## src/joy_map.svh

```systemverilog
`ifndef JOY_MAP_SVH
`define JOY_MAP_SVH
`define CTRL_OFS      8'h0F
`define X_OFS         8'h10
`define Y_OFS         8'h11
`define SCALE_OFS     8'h2D
`define CTRL_RST      8'hF0
`define SCALE_RST     8'h00
`define TGT_ADDR_BASE 7'h40
`define CTRL_IDLE_BIT 7
`define CTRL_TB_LSB   4
`define CTRL_MODE_BIT 2
`define CTRL_SOFT_BIT 1
`define CLK_MHZ       100
`define TCONV_US      450
`define TPUA_US       1000
`define TB_UNIT_US    20000
`define SYNC_GUARD    16
`define TCONV_CYC     (`TCONV_US * `CLK_MHZ)
`define TPUA_CYC      (`TPUA_US * `CLK_MHZ)
`define TB_UNIT_CYC   (`TB_UNIT_US * `CLK_MHZ)
`endif

```

## src/joy_pkg.sv

```systemverilog
package joy_pkg;
   typedef enum logic [2:0] {
      M_START = 3'b001,
      M_MEAS  = 3'b010,
      M_WAIT  = 3'b100
   } meas_state_type;
   typedef enum logic [4:0] {
      B_IDLE = 5'b00001,
      B_RX   = 5'b00010,
      B_RACK = 5'b00100,
      B_TX   = 5'b01000,
      B_TACK = 5'b10000
   } bus_state_type;
endpackage

```

## src/joy_encoder_ctrl.sv

```systemverilog
`timescale 1ns/1ns
`default_nettype none
`include "joy_map.svh"
module joy_encoder_ctrl #(
   parameter int START_CYC   = `TPUA_CYC - `TCONV_CYC,
   parameter int CONV_CYC    = `TCONV_CYC - `SYNC_GUARD,
   parameter int TB_UNIT_CYC = `TB_UNIT_CYC,
   parameter logic [7:0] WAKE_LIMIT = 8'h0A
) (
   input  wire logic       core_clk_in,
   input  wire logic       rst_b_in,
   input  wire logic       hw_clear_low_in,
   input  wire logic       addr_sel_in,
   input  wire logic       scl_in,
   input  wire logic       sda_in,
   output logic            sda_out,
   output logic            sda_oe_out,
   output logic            irq_out_low_out,
   output logic            irq_out_low_oe_out,
   input  wire logic [7:0] x_meas_in,
   input  wire logic [7:0] y_meas_in,
   output logic            meas_busy_out
);
   // Pin synchronisers; stage one feeds stage two only.
   logic [2:0] scl_s_q, sda_s_q;
   logic [1:0] clr_s_q, adr_s_q;
   always_ff @(posedge core_clk_in or negedge rst_b_in) begin
      if (!rst_b_in) begin
         scl_s_q <= 3'h7;
         sda_s_q <= 3'h7;
         clr_s_q <= 2'h3;
         adr_s_q <= 2'h0;
      end else begin
         scl_s_q <= {scl_s_q[1:0], scl_in};
         sda_s_q <= {sda_s_q[1:0], sda_in};
         clr_s_q <= {clr_s_q[0], hw_clear_low_in};
         adr_s_q <= {adr_s_q[0], addr_sel_in};
      end
   end
   logic scl_rise, scl_fall, bus_start, bus_stop;
   assign scl_rise  = scl_s_q[1] & ~scl_s_q[2];
   assign scl_fall  = ~scl_s_q[1] & scl_s_q[2];
   assign bus_start = scl_s_q[1] & scl_s_q[2] & sda_s_q[2] & ~sda_s_q[1];
   assign bus_stop  = scl_s_q[1] & scl_s_q[2] & ~sda_s_q[2] & sda_s_q[1];

   // The async reset is the one-shot power-on clear; a supply dip cannot reach it.
   logic soft_clr_q, clear;
   assign clear = ~clr_s_q[1] | soft_clr_q;

   logic [7:0] ctrl_q, scale_q, x_q, y_q;
   logic       ready_q, flag_q, irq_q;
   joy_pkg::meas_state_type mst_q;
   logic [31:0] cnt_q;
   logic        meas_req_q, new_data;
   logic [31:0] tb_limit;
   assign tb_limit = TB_UNIT_CYC * (32'(ctrl_q[`CTRL_TB_LSB +: 3]) + 32'h1);
   assign new_data = (mst_q == joy_pkg::M_MEAS) && (cnt_q == 32'(CONV_CYC - 1));

   // Start-up, one measurement, then wait for the timebase or a read.
   always_ff @(posedge core_clk_in or negedge rst_b_in) begin
      if (!rst_b_in) begin
         mst_q   <= joy_pkg::M_START;
         cnt_q   <= 32'h0;
         ready_q <= 1'b0;
      end else if (clear) begin
         mst_q   <= joy_pkg::M_START;
         cnt_q   <= 32'h0;
         ready_q <= 1'b0;
      end else begin
         case (mst_q)
            joy_pkg::M_START: begin
               if (cnt_q >= 32'(START_CYC - 1)) begin
                  mst_q   <= joy_pkg::M_MEAS;
                  cnt_q   <= 32'h0;
                  ready_q <= 1'b1;
               end else begin
                  cnt_q <= cnt_q + 32'h1;
               end
            end
            joy_pkg::M_MEAS: begin
               if (new_data) begin
                  mst_q <= joy_pkg::M_WAIT;
                  cnt_q <= 32'h0;
               end else begin
                  cnt_q <= cnt_q + 32'h1;
               end
            end
            joy_pkg::M_WAIT: begin
               if (meas_req_q || (!ctrl_q[`CTRL_IDLE_BIT] && cnt_q >= tb_limit - 32'h1)) begin
                  mst_q <= joy_pkg::M_MEAS;
                  cnt_q <= 32'h0;
               end else begin
                  cnt_q <= cnt_q + 32'h1;
               end
            end
            default: begin
               mst_q <= joy_pkg::M_START;
               cnt_q <= 32'h0;
            end
         endcase
      end
   end
   assign meas_busy_out = (mst_q == joy_pkg::M_MEAS);

   // Coordinates are taken as signed bytes straight from the converter.
   always_ff @(posedge core_clk_in or negedge rst_b_in) begin
      if (!rst_b_in) begin
         x_q <= 8'h00;
         y_q <= 8'h00;
      end else if (clear) begin
         x_q <= 8'h00;
         y_q <= 8'h00;
      end else if (new_data) begin
         x_q <= x_meas_in;
         y_q <= y_meas_in;
      end
   end

   // Target side of the serial bus.
   joy_pkg::bus_state_type bst_q;
   logic [7:0] sh_q, ptr_q;
   logic [3:0] bit_q;
   logic       addr_ph_q, ptr_ph_q, rw_q, oe_q, coord_rd_q, ack_q;
   logic       wr_en, y_read, load_tx;
   logic [7:0] rd_byte;
   logic [6:0] my_addr;
   assign my_addr = `TGT_ADDR_BASE | {6'h00, adr_s_q[1]};
   assign wr_en   = (bst_q == joy_pkg::B_RX) && scl_fall && bit_q == 4'h8
                    && !addr_ph_q && !ptr_ph_q;
   assign load_tx = scl_fall && rw_q && ((bst_q == joy_pkg::B_RACK) ||
                    (bst_q == joy_pkg::B_TACK && ack_q));
   assign y_read  = load_tx && ptr_q == `Y_OFS;

   always_comb begin
      case (ptr_q)
         `CTRL_OFS:  rd_byte = ready_q ? {ctrl_q[7:1], flag_q} : 8'h00;
         `X_OFS:     rd_byte = x_q;
         `Y_OFS:     rd_byte = y_q;
         `SCALE_OFS: rd_byte = scale_q;
         default:    rd_byte = 8'h00;
      endcase
   end

   always_ff @(posedge core_clk_in or negedge rst_b_in) begin
      if (!rst_b_in) begin
         bst_q      <= joy_pkg::B_IDLE;
         sh_q       <= 8'h00;
         ptr_q      <= 8'h00;
         bit_q      <= 4'h0;
         addr_ph_q  <= 1'b0;
         ptr_ph_q   <= 1'b0;
         rw_q       <= 1'b0;
         oe_q       <= 1'b0;
         coord_rd_q <= 1'b0;
         ack_q      <= 1'b0;
         meas_req_q <= 1'b0;
      end else begin
         meas_req_q <= 1'b0;
         if (bus_start) begin
            bst_q     <= joy_pkg::B_RX;
            bit_q     <= 4'h0;
            addr_ph_q <= 1'b1;
            oe_q      <= 1'b0;
         end else if (bus_stop) begin
            bst_q      <= joy_pkg::B_IDLE;
            oe_q       <= 1'b0;
            meas_req_q <= coord_rd_q;
            coord_rd_q <= 1'b0;
         end else begin
            case (bst_q)
               joy_pkg::B_RX: begin
                  if (scl_rise) begin
                     sh_q  <= {sh_q[6:0], sda_s_q[1]};
                     bit_q <= bit_q + 4'h1;
                  end else if (scl_fall && bit_q == 4'h8) begin
                     if (addr_ph_q) begin
                        if (sh_q[7:1] == my_addr) begin
                           bst_q    <= joy_pkg::B_RACK;
                           oe_q     <= 1'b1;
                           rw_q     <= sh_q[0];
                           ptr_ph_q <= ~sh_q[0];
                        end else begin
                           bst_q <= joy_pkg::B_IDLE;
                        end
                        addr_ph_q <= 1'b0;
                     end else begin
                        bst_q    <= joy_pkg::B_RACK;
                        oe_q     <= 1'b1;
                        ptr_ph_q <= 1'b0;
                        ptr_q    <= ptr_ph_q ? sh_q : ptr_q + 8'h01;
                     end
                  end
               end
               joy_pkg::B_RACK: begin
                  if (scl_fall) begin
                     bit_q <= 4'h0;
                     if (rw_q) begin
                        bst_q <= joy_pkg::B_TX;
                        sh_q  <= rd_byte;
                        oe_q  <= ~rd_byte[7];
                        ptr_q <= ptr_q + 8'h01;
                        if (ptr_q == `X_OFS || ptr_q == `Y_OFS) begin
                           coord_rd_q <= 1'b1;
                        end
                     end else begin
                        bst_q <= joy_pkg::B_RX;
                        oe_q  <= 1'b0;
                     end
                  end
               end
               joy_pkg::B_TX: begin
                  if (scl_rise) begin
                     bit_q <= bit_q + 4'h1;
                  end else if (scl_fall) begin
                     if (bit_q == 4'h8) begin
                        bst_q <= joy_pkg::B_TACK;
                        oe_q  <= 1'b0;
                     end else begin
                        sh_q <= {sh_q[6:0], 1'b0};
                        oe_q <= ~sh_q[6];
                     end
                  end
               end
               joy_pkg::B_TACK: begin
                  if (scl_rise) begin
                     ack_q <= ~sda_s_q[1];
                  end else if (scl_fall) begin
                     bit_q <= 4'h0;
                     if (ack_q) begin
                        bst_q <= joy_pkg::B_TX;
                        sh_q  <= rd_byte;
                        oe_q  <= ~rd_byte[7];
                        ptr_q <= ptr_q + 8'h01;
                        if (ptr_q == `X_OFS || ptr_q == `Y_OFS) begin
                           coord_rd_q <= 1'b1;
                        end
                     end else begin
                        bst_q <= joy_pkg::B_IDLE;
                     end
                  end
               end
               default: begin
                  bst_q <= joy_pkg::B_IDLE;
                  oe_q  <= 1'b0;
               end
            endcase
         end
      end
   end
   assign sda_out    = 1'b0;
   assign sda_oe_out = oe_q;

   // Register writes; the soft clear bit acts for one cycle and reads back zero.
   always_ff @(posedge core_clk_in or negedge rst_b_in) begin
      if (!rst_b_in) begin
         ctrl_q     <= `CTRL_RST;
         scale_q    <= `SCALE_RST;
         soft_clr_q <= 1'b0;
      end else if (clear) begin
         ctrl_q     <= `CTRL_RST;
         scale_q    <= `SCALE_RST;
         soft_clr_q <= 1'b0;
      end else begin
         if (wr_en && ready_q && ptr_q == `CTRL_OFS) begin
            ctrl_q     <= {sh_q[7:2], 2'b00};
            soft_clr_q <= sh_q[`CTRL_SOFT_BIT];
         end
         if (wr_en && ready_q && ptr_q == `SCALE_OFS) begin
            scale_q <= sh_q;
         end
      end
   end

   // Fresh data sets flag, and interrupt outside wake mode (there it loads the limit test); a set in the same cycle beats the clear.
   logic beyond;
   assign beyond = ($signed(x_meas_in) > $signed(WAKE_LIMIT)) ||
                   ($signed(x_meas_in) < -$signed(WAKE_LIMIT)) ||
                   ($signed(y_meas_in) > $signed(WAKE_LIMIT)) ||
                   ($signed(y_meas_in) < -$signed(WAKE_LIMIT));
   always_ff @(posedge core_clk_in or negedge rst_b_in) begin
      if (!rst_b_in) begin
         flag_q <= 1'b0;
         irq_q  <= 1'b0;
      end else if (clear) begin
         flag_q <= 1'b0;
         irq_q  <= 1'b0;
      end else begin
         if (new_data) begin
            flag_q <= 1'b1;
         end else if (y_read) begin
            flag_q <= 1'b0;
         end
         if (ctrl_q[`CTRL_MODE_BIT]) begin
            if (new_data) begin
               irq_q <= beyond;
            end
         end else if (new_data) begin
            irq_q <= 1'b1;
         end else if (y_read) begin
            irq_q <= 1'b0;
         end
      end
   end
   assign irq_out_low_out    = 1'b0;
   assign irq_out_low_oe_out = irq_q;
endmodule
`default_nettype wire

```

## config.mk

```make
export PLATFORM = sky130hd
export DESIGN_NAME = joy_encoder_ctrl
export DESIGN_NICKNAME = d
export VERILOG_FILES = /design/src/joy_pkg.sv /design/src/joy_encoder_ctrl.sv
export VERILOG_INCLUDE_DIRS = /design/src
export SDC_FILE = /design/constraint.sdc
export NUM_CORES = 1
export LEC_CHECK = 0
export ABC_AREA = 1
export BUFFER_PORTS_ARGS = -buffer_cell sky130_fd_sc_hd__buf_2
export CAP_MARGIN = 20
export CORE_MARGIN = 2
export CORE_UTILIZATION = 60
export DETAILED_ROUTE_END_ITERATION = 8
export PLACE_DENSITY = 0.78
export SLEW_MARGIN = 20
export SYNTH_ARGS = -nofsm -noshare
export SYNTH_HDL_FRONTEND = slang
export SYNTH_SLANG_ARGS = --single-unit
```

## constraint.sdc

```tcl
create_clock -name core_clk_in -period 7.5 [get_ports core_clk_in]
set_clock_uncertainty 0.15 [all_clocks]
set_input_delay 0.375 -clock core_clk_in [delete_from_list [all_inputs] [get_ports core_clk_in]]
set_output_delay 0.375 -clock core_clk_in [all_outputs]
set_load 0.01 [all_outputs]
```

**After elaboration in Yosys (flattened, before gate mapping)**

Index checks and enable logic that the tools add are counted.
Widths: inputs -> output; s select.

- Bitwise gates (word level): 19
- Divide/modulo/power cells: 0
- Shift operators: 0
- Magnitude comparators: 6
- Equal/unequal tests: 50
- Reductions and logical operators: 49
- $mul: 1
- Muxes and demuxes: 104
- Add/subtract/negate cells: 5

Operator list:

| cell | number |
|---|---|
| $mux 8 | 27 |
| $mux 32 | 4 |
| $pmux 32 s3 | 1 |
| $pmux 8 s4 | 2 |
| $mux 5 | 11 |
| $mux 1 | 41 |
| $add 32x1->32 const B | 1 |
| $eq 32x16->1 const B | 1 |
| $ge 32x16->1 const B | 1 |
| $ge 32x32->1 | 1 |
| $ne 4x4->1 const B | 8 |
| $mux 4 | 7 |
| $sub 25x1->26 const B | 1 |
| $ne 2x2->1 const B | 12 |
| $ne 3x3->1 const B | 8 |
| $pmux 8 s3 | 1 |
| $pmux 5 s4 | 1 |
| $mul 14x4->18 const A | 1 |
| $eq 8x5->1 const B | 2 |
| $gt 8x5->1 const B | 2 |
| $lt 8x5->1 const B | 2 |
| $mux 3 | 5 |
| $logic_and 1x1->1 | 14 |
| $reduce_and 7->1 | 2 |
| other kinds (40) | 78 |

- Latch bits: 0
- Input bits: 22
- Memories kept: 0
- Output and inout bits: 5
- Bits in writable memories: 0
- ROM bits: 0
- Register bits after elaboration: 113
- Logic and storage cells: 259

**Longest topological paths before layout**

Gate-level depths: netlist of the first run.

- Depth after elaboration: 10
- Depth in mapped cells: 25
- Gate-level depth less buffers: 25

**Worst setup path after synthesis of the first run**

No wires, ideal clock.

- Path kind: reg-to-reg
- Start: register ctrl_q[4]
- End: register cnt_q[30]
- Cell stages (with the launch flop): 23
- Setup time: 0.077 ns
- Data arrival time: 4.530 ns
- Path slack: 2.743 ns
- Path buffers: 1
- Required time: 7.273 ns
- Period minus slack after synthesis: 4.757 ns
- Path through: dfstp_2 -> inv_1 -> ha_1 -> fa_1 -> inv_1 -> fa_1 -> inv_1 -> ha_1 -> inv_1 -> o21ai_0 -> nand2_1 -> nand2_1 -> xnor2_1 -> nand4_1 -> ha_1 -> a21oi_1 -> o21ai_0 -> nor2_1 -> nand3_1 -> nand2_2 -> nand3_4 -> buf_4 -> a21oi_1

- Word-level cells in the longest chain between the ends: 9

RTL lines:

| element | RTL line | text |
|---|---|---|
| from (decl) | joy_encoder_ctrl.sv:50 | `logic [7:0] ctrl_q, scale_q, x_q, y_q;` |
| from (signal assigned) | joy_encoder_ctrl.sv:256 | `` ctrl_q <= `CTRL_RST; `` |
| from (signal assigned) | joy_encoder_ctrl.sv:260 | `` ctrl_q <= `CTRL_RST; `` |
| from (signal assigned) | joy_encoder_ctrl.sv:265 | `ctrl_q <= {sh_q[7:2], 2'b00};` |
| $add 3x1->4 | joy_encoder_ctrl.sv:56 | `` assign tb_limit = TB_UNIT_CYC * (32'(ctrl_q[`CTRL_TB_LSB +: 3]) + 32'h1); `` |
| $mul 14x4->18 | joy_encoder_ctrl.sv:56 |  |
| $sub 25x1->26 | joy_encoder_ctrl.sv:89 | `` if (meas_req_q \|\| (!ctrl_q[`CTRL_IDLE_BIT] && cnt_q >= tb_limit - 32'h1)) begin `` |
| $ge 32x32->1 | joy_encoder_ctrl.sv:89 |  |
| $logic_and 1x1->1 | joy_encoder_ctrl.sv:89 |  |
| $logic_or 1x1->1 | joy_encoder_ctrl.sv:89 |  |
| $mux 32 | joy_encoder_ctrl.sv:89 |  |
| $pmux 32 s3 | joy_encoder_ctrl.sv:70 | `case (mst_q)` |
| $mux 32 | joy_encoder_ctrl.sv:65 | `end else if (clear) begin` |
| to (signal assigned) | joy_encoder_ctrl.sv:77 | `cnt_q <= cnt_q + 32'h1;` |
| to (signal assigned) | joy_encoder_ctrl.sv:85 | `cnt_q <= cnt_q + 32'h1;` |
| to (signal assigned) | joy_encoder_ctrl.sv:93 | `cnt_q <= cnt_q + 32'h1;` |
| to (decl) | joy_encoder_ctrl.sv:53 | `logic [31:0] cnt_q;` |

Every way passes these cells.
A chain may end at the register's enable or synchronous reset.

**Worst setup path in the final report of the first run**

- Start: register ctrl_q[4]
- End: register cnt_q[27]

Same word-level chain as after synthesis.

==> out/results.tsv, run 1 <==
metric	value	unit
WL met3	1240	um
initial antenna violation count	0	
detailed-route wire length on metal 1	8410	um
type of the worst min-delay path	primary input to flip-flop	
sum of met2 wire segment lengths after detailed routing	7760	um
cts-stage hold buffer count	5	
DRC violation total after the first TritonRoute iteration	662	
Antenna Diode Count	0	
worst endpoint required time	7620	ps
Fin Setup TNS	0	ps
Detail Route Antenna Nets	0	
uppermost signal routing layer after detailed routing	met4	
Max FO, Critical Path	32	
standby leakage power	3.89	nW
number of iterations in the first detailed-routing pass	5	
number of buffers between clock root and the deepest sink	2	
sequential cell area in the final layout	2800	um2
Period Utilization, post-route	74.3	%
CTS clock-pin slew for the worst setup and hold paths	80	ps
max-capacitance violation count	0	
Mapped Cells	964	
Yosys cell types	54	
H-Tree Level Count	3	
power density of the placed cells	163	nW/um2
most frequent cells after synthesis	185 x nand2_1, 149 x inv_1, 97 x dfrtp_1	
Period minus WS final	5570	ps
maximum clock frequency	179	MHz
mean area per synthesized cell	7.68	um2
# clock sinks	111	
net count reported at finish	1059	
Max-Slew Margin vs Limit	50.3	%
number of vias per cell after detailed routing	5.83	
area inside the core boundary	12000	um2
Gates resized, CTS repair	0	
number of synthesized register bits	111	
worst slew pin tran	743	ps
main area contributors after synthesis	dfrtp_1 33%, nand2_1 9.4%, inv_1 7.6%	
final WL	17700	um
grt ovf	0	
Reg-to-Reg End	cnt_q[27]	
largest net degree at the start of global routing	80	
prevailing post-synth register cell	dfrtp_1	
Setup-failing EPs final	0	
cell with the most instances after synthesis	nand2_1	
type of origin of the critical path	flip-flop	
largest voltage drop on the vdd net	0.000233	V
synthesis warning total	0	
count of final hold-check violations	0	
DIE AREA	13200	um2
share of synthesized registers carrying an async set or reset	100	%
clock latency reported for the late side of the worst-skew pair	370	ps
R2R Path Start	ctrl_q[4]	
via count	6660	
root buffer cell	clkbuf_16	
share of final-layout standard cells stronger than drive strength 1	11.6	%
wire length of the first global-routing pass	29600	um
worst reg2reg path depth	21	
effective utilization at floorplan	61.7	%
vertical extent of the die	115	um
setup repair after global routing missed its margin	no	
HPWL after detailed placement	13000	um
width of the die	115	um
# Post-CTS Setup Buffers	0	
Netlist Area Pre-Place	7410	um2
Post-synth EDFFs	0	
WP data arrival	5700	ps
routability cong.	0.895	
via count of the first global-routing pass	6104	
combined area of the multi-input logic cells	3900	um2
top cell type's share of synthesized area	32.8	%
clock tree from TritonCTS	built	
layout overhead on the synthesized area	8.14	%
detailed-route DRC error count	0	
number of clock buffers inserted by TritonCTS	9	
Row Count	40	
GRT Resource Usage Total	28.1	%
count of boundary I/O pins	27	
sequential fraction of the synthesis area	37.7	%
final max-slew violation count	0	
slack of the worst reg-to-reg path	1930	ps
fill cell count	998	
Crit Path Category	flip-flop to flip-flop	
status	finished, final reports clean	
Setup crit end kind	flip-flop	
crit path to	cnt_q[27]	
wire length per cell after detailed routing	15.5	um
final-layout worst hold slack	107	ps
critical path startpoint	ctrl_q[4]	
leading area contributor after synthesis	dfrtp_1	
number of buffers added on ports	24	
==> critical path, cell delays in order (launching register included) <==
cell     delay, ps
dfstp_2        700
inv_1          240
ha_1           460
fa_1           550
inv_1           70
fa_1           490
inv_1           40
ha_1           300
inv_1           60
o21ai_0        300
nand2_1        110
nand2_1         90
xnor2_1        140
nand4_1        220
ha_1           360
a21oi_1        150
o21ai_0        100
nor2_1         120
nand3_1        120
nand2_2        100
nand3_4        320
a21oi_1        260
==> cells in the final DEF, fill, tap and decap left out, types with 6 or more instances in the layout <==
cell / netlist / layout
inv_1: 149 / 149
nand2_1: 185 / 185
buf_2: 7 / 23
a21oi_1: 65 / 65
ha_1: 42 / 42
o21ai_0: 55 / 55
nand3_1: 57 / 57
nor2_2: 11 / 11
o2111ai_1: 6 / 6
nand4_1: 26 / 26
inv_2: 8 / 8
nor2_1: 77 / 77
nand2_2: 8 / 8
or2_2: 7 / 7
nor4_1: 9 / 9
nor3_1: 17 / 17
a22o_1: 6 / 6
dfrtp_1: 97 / 97
xor2_1: 12 / 12
o22ai_1: 15 / 15
a22oi_1: 14 / 14
clkbuf_16: 0 / 9
xnor2_1: 7 / 7
dfstp_2: 14 / 14
==> layout make-up <==
| cell class | count | share of cell area [%] |
|---|---|---|
| Tap cell | 147 | 2.30 |
| Multi-Input combinational cell | 678 | 48.7 |
| Clock inverter | 7 | 1.25 |
| Clock buffer | 9 | 2.81 |
| Inverter | 157 | 7.36 |
| Timing Repair Buffer | 33 | 2.69 |
| Sequential cell | 111 | 34.9 |
==> state kept, by name (all words and copies together) (netlist names), 2 cells and up <==
register  flops
adr_s_q       2
bit_q         4
bst_q         5
clr_s_q       2
cnt_q        32
ctrl_q        6
mst_q         3
ptr_q         8
scale_q       8
scl_s_q       3
sda_s_q       3
sh_q          8
x_q           8
y_q           8
==> power by group <==
group	switching, W	internal, W
registers	0.0000168	0.000620
logic	0.000109	0.0000366
clock network	0.000253	0.000270
==> per-stage QoR <==
stage	worst slack (ps)	std cells	util, %	area (um2)	total power [W]
floorplan	2740	965	-	7410	0.000737
global placement	2190	1120	63.4	7610	0.000786
detailed placement	1930	1120	63.4	7610	0.000788
CTS	1940	1141	66.5	7990	0.00131
global route	1530	1142	66.7	8010	0.00135
finish	1930	1142	66.7	8010	0.00131
==> worst min-delay path by stage <==
stage / startpoint / to / slack [ps] / cells after the start
after CTS: y_meas_in[2] / y_q[2] / 90 / 3
after global routing: x_meas_in[0] / x_q[0] / 100 / 2
after global placement: rst_b_in / cnt_q[4] / 180 / 1
final: y_meas_in[2] / y_q[2] / 110 / 3
after detailed placement: adr_s_q[0] / adr_s_q[1] / 190 / 0
after floorplan: rst_b_in / ack_q / -70 / 0
==> routing by layer <==
layer	vias up	track usage, %
met3	21	5.96
met1	3122	42.3
li1	3262	-
met4	0	6.83
met5	-	0
met2	255	41.8
==> cell families (layout without fill, tap and decap cells) <==
group | after synthesis | count (layout) | share of synthesized area, %
AO/OA/AOI/OAI | 188 | 188 | 15.0
AND/OR/NAND/NOR | 422 | 422 | 26.9
XOR/XNOR | 19 | 19 | 2.25
adder cells (fa/ha/maj) | 47 | 47 | 8.45
other | 1 | 2 | 0.0506
flip-flops | 111 | 111 | 37.7
buffers and inverters | 176 | 206 | 9.65
Power figures use the tool's default switching activity.
==> inputs of run 2 (changes only) <==
- clock period: 7.5 -> 5.85 ns (I/O delays scaled with it)
==> run 2 against run 1 <==
Compared with the run above:
- wire length grew 1.2%
- combinational power grew 26%
- first-iteration DRC count shrank 9.7%
- non-clock buffer count grew 3
- global-route usage grew 0.33 points
- cell count grew 0.35%
- clock power grew 27%
- core utilization grew 0.24 points
- sequential power grew 28%
- register-to-register slack lost 1500 ps
- die area is the same
- fmax grew 2.9%
- critical path type unchanged
- highest routed layer unchanged
==> out/results.tsv, run 2 (synthesis results as in run 1) <==
metric	value	unit
placed instance count	1120	
routability cong.	0.896	
Antenna Diode Count	0	
combined area of the multi-input logic cells	3920	um2
GRT Resource Usage Total	28.5	%
area inside the core boundary	12000	um2
fill cell count	1051	
Crit Path Category	flip-flop to flip-flop	
number of clock buffers inserted by TritonCTS	9	
Setup-failing EPs final	0	
grt ovf	0	
number of vias per cell after detailed routing	5.87	
final instance area	8040	um2
final-layout worst hold slack	19.2	ps
largest voltage drop on the vdd net	0.000225	V
root buffer cell	clkbuf_16	
layout overhead on the synthesized area	8.53	%
DIE AREA	13200	um2
slack of the worst reg-to-reg path	430	ps
Max-Slew Margin vs Limit	36.3	%
via count of the first global-routing pass	6148	
Max FO, Critical Path	16	
slowest cell delay on critical path	730	ps
initial antenna violation count	0	
most common cell after layout, fill and taps aside	nand2_1	
commonest cells after routing, fill and taps aside	185 x nand2_1, 148 x inv_1, 97 x dfrtp_1	
cell area after placement	7610	um2
worst endpoint required time	6000	ps
share of final-layout standard cells stronger than drive strength 1	12.1	%
CP max-delay cell	dfstp_2	
effective utilization at floorplan	61.7	%
final WL	17900	um
Period minus WS final	5420	ps
setup repair after global routing missed its margin	no	
H-Tree Level Count	3	
maximum clock frequency	185	MHz
Row Count	40	
Fin Setup TNS	0	ps
largest register by flop count	cnt_q	
count of boundary I/O pins	27	
type of origin of the critical path	flip-flop	
final max-slew violation count	0	
# clock sinks	111	
power density of the placed cells	207	nW/um2
crit path cell chain	clkinvlp_4 -> ha_1 -> fa_1 -> inv_1 -> fa_1 -> inv_1 -> ha_1 -> nand2_1 -> nand2_1 -> nand3_1 -> nand2_1 -> a21oi_1 -> xor2_1 -> nand4_1 -> ha_1 -> a21oi_1 -> o21ai_0 -> nor2_1 -> nand3_1 -> nand2_2 -> nand3_4 -> a21oi_2	
number of buffers between clock root and the deepest sink	2	
Detail Route Antenna Nets	0	
number of flip-flops under the largest register name	32	
wire length of the first global-routing pass	30100	um
DRC violation total after the first TritonRoute iteration	598	
Period Utilization, post-route	92.6	%
net count reported at finish	1063	
HPWL after detailed placement	13100	um
status	finished, final reports clean	
standby leakage power	3.89	nW
number of buffers added on ports	24	
CTS clock-pin slew for the worst setup and hold paths	80	ps
number of non-filler instances in the completed layout	1146	
clock tree from TritonCTS	built	
type of the worst min-delay path	primary input to flip-flop	
via count	6726	
detailed-route DRC error count	0	
wire length per cell after detailed routing	15.6	um
worst slew pin tran	955	ps
sequential cell area in the final layout	2800	um2
clock latency reported for the late side of the worst-skew pair	370	ps
Setup crit end kind	flip-flop	
largest net degree at the start of global routing	79	
WP data arrival	5560	ps
max-capacitance violation count	0	
count of final hold-check violations	0	
width of the die	115	um
vertical extent of the die	115	um
number of iterations in the first detailed-routing pass	5	
## run 2: report_power, final
part	leakage, nW	switching [W]	internal [W]
logic	2.25	0.000139	0.0000454
clock network	0.153	0.000321	0.000343
registers	1.49	0.0000222	0.000794
## run 2: path summary, 6_finish.rpt
| path | end | startpoint | depth (start not counted) |
|---|---|---|---|
| worst max-delay path | cnt_q[10] | ctrl_q[4] | 22 |
| worst min-delay path | y_q[2] | y_meas_in[2] | 3 |
| worst max register to register | cnt_q[10] | ctrl_q[4] | 22 |
| worst min register to register | adr_s_q[1] | adr_s_q[0] | 0 |
| max in group asynchronous | ptr_q[7] | rst_b_in | 3 |
| min in group asynchronous | cnt_q[11] | rst_b_in | 2 |
## run 2: layout make-up
cell class / instances / share of cell area [%]
repair buffers: 36 / 2.80
clock inverters: 7 / 1.18
well taps: 147 / 2.29
flip-flops and latches: 111 / 34.8
multi-input cells: 679 / 48.8
inverters: 157 / 7.38
clock buffers: 9 / 2.80
## run 2: worst max-delay path: cells and delay by family (launching register included)
kind | cells | cell delay [ps]
flip-flops | 1 | 730
AO/OA/AOI/OAI | 4 | 630
buffers and inverters | 3 | 330
AND/OR/NAND/NOR | 9 | 1130
adder cells (fa/ha/maj) | 5 | 2180
XOR/XNOR | 1 | 180
## run 2: timing repair
| action | CTS | global route |
|---|---|---|
| gates resized for setup | 0 | 4 |
| hold endpoints to repair | 36 | 0 |
| endpoints found under the setup margin | 0 | 32 |
| hold buffers | 5 | 0 |
| setup buffers | 0 | 4 |
## run 2: per-stage QoR
step	setup slack, ps	total power [W]	util (%)
2_1_floorplan	1090	0.000944	-
3_3_place_gp	544	0.00101	63.4
3_5_place_dp	361	0.00101	63.4
4_1_cts	338	0.00167	66.5
5_1_grt	14.0	0.00172	66.9
6_report	433	0.00166	66.9
## run 2: metal layers
metal | share of wire, % | track usage (%)
met5 | 0 | 0
met4 | 1.6 | 7.39
met3 | 7.0 | 5.75
met2 | 44 | 42.3
met1 | 47 | 42.8
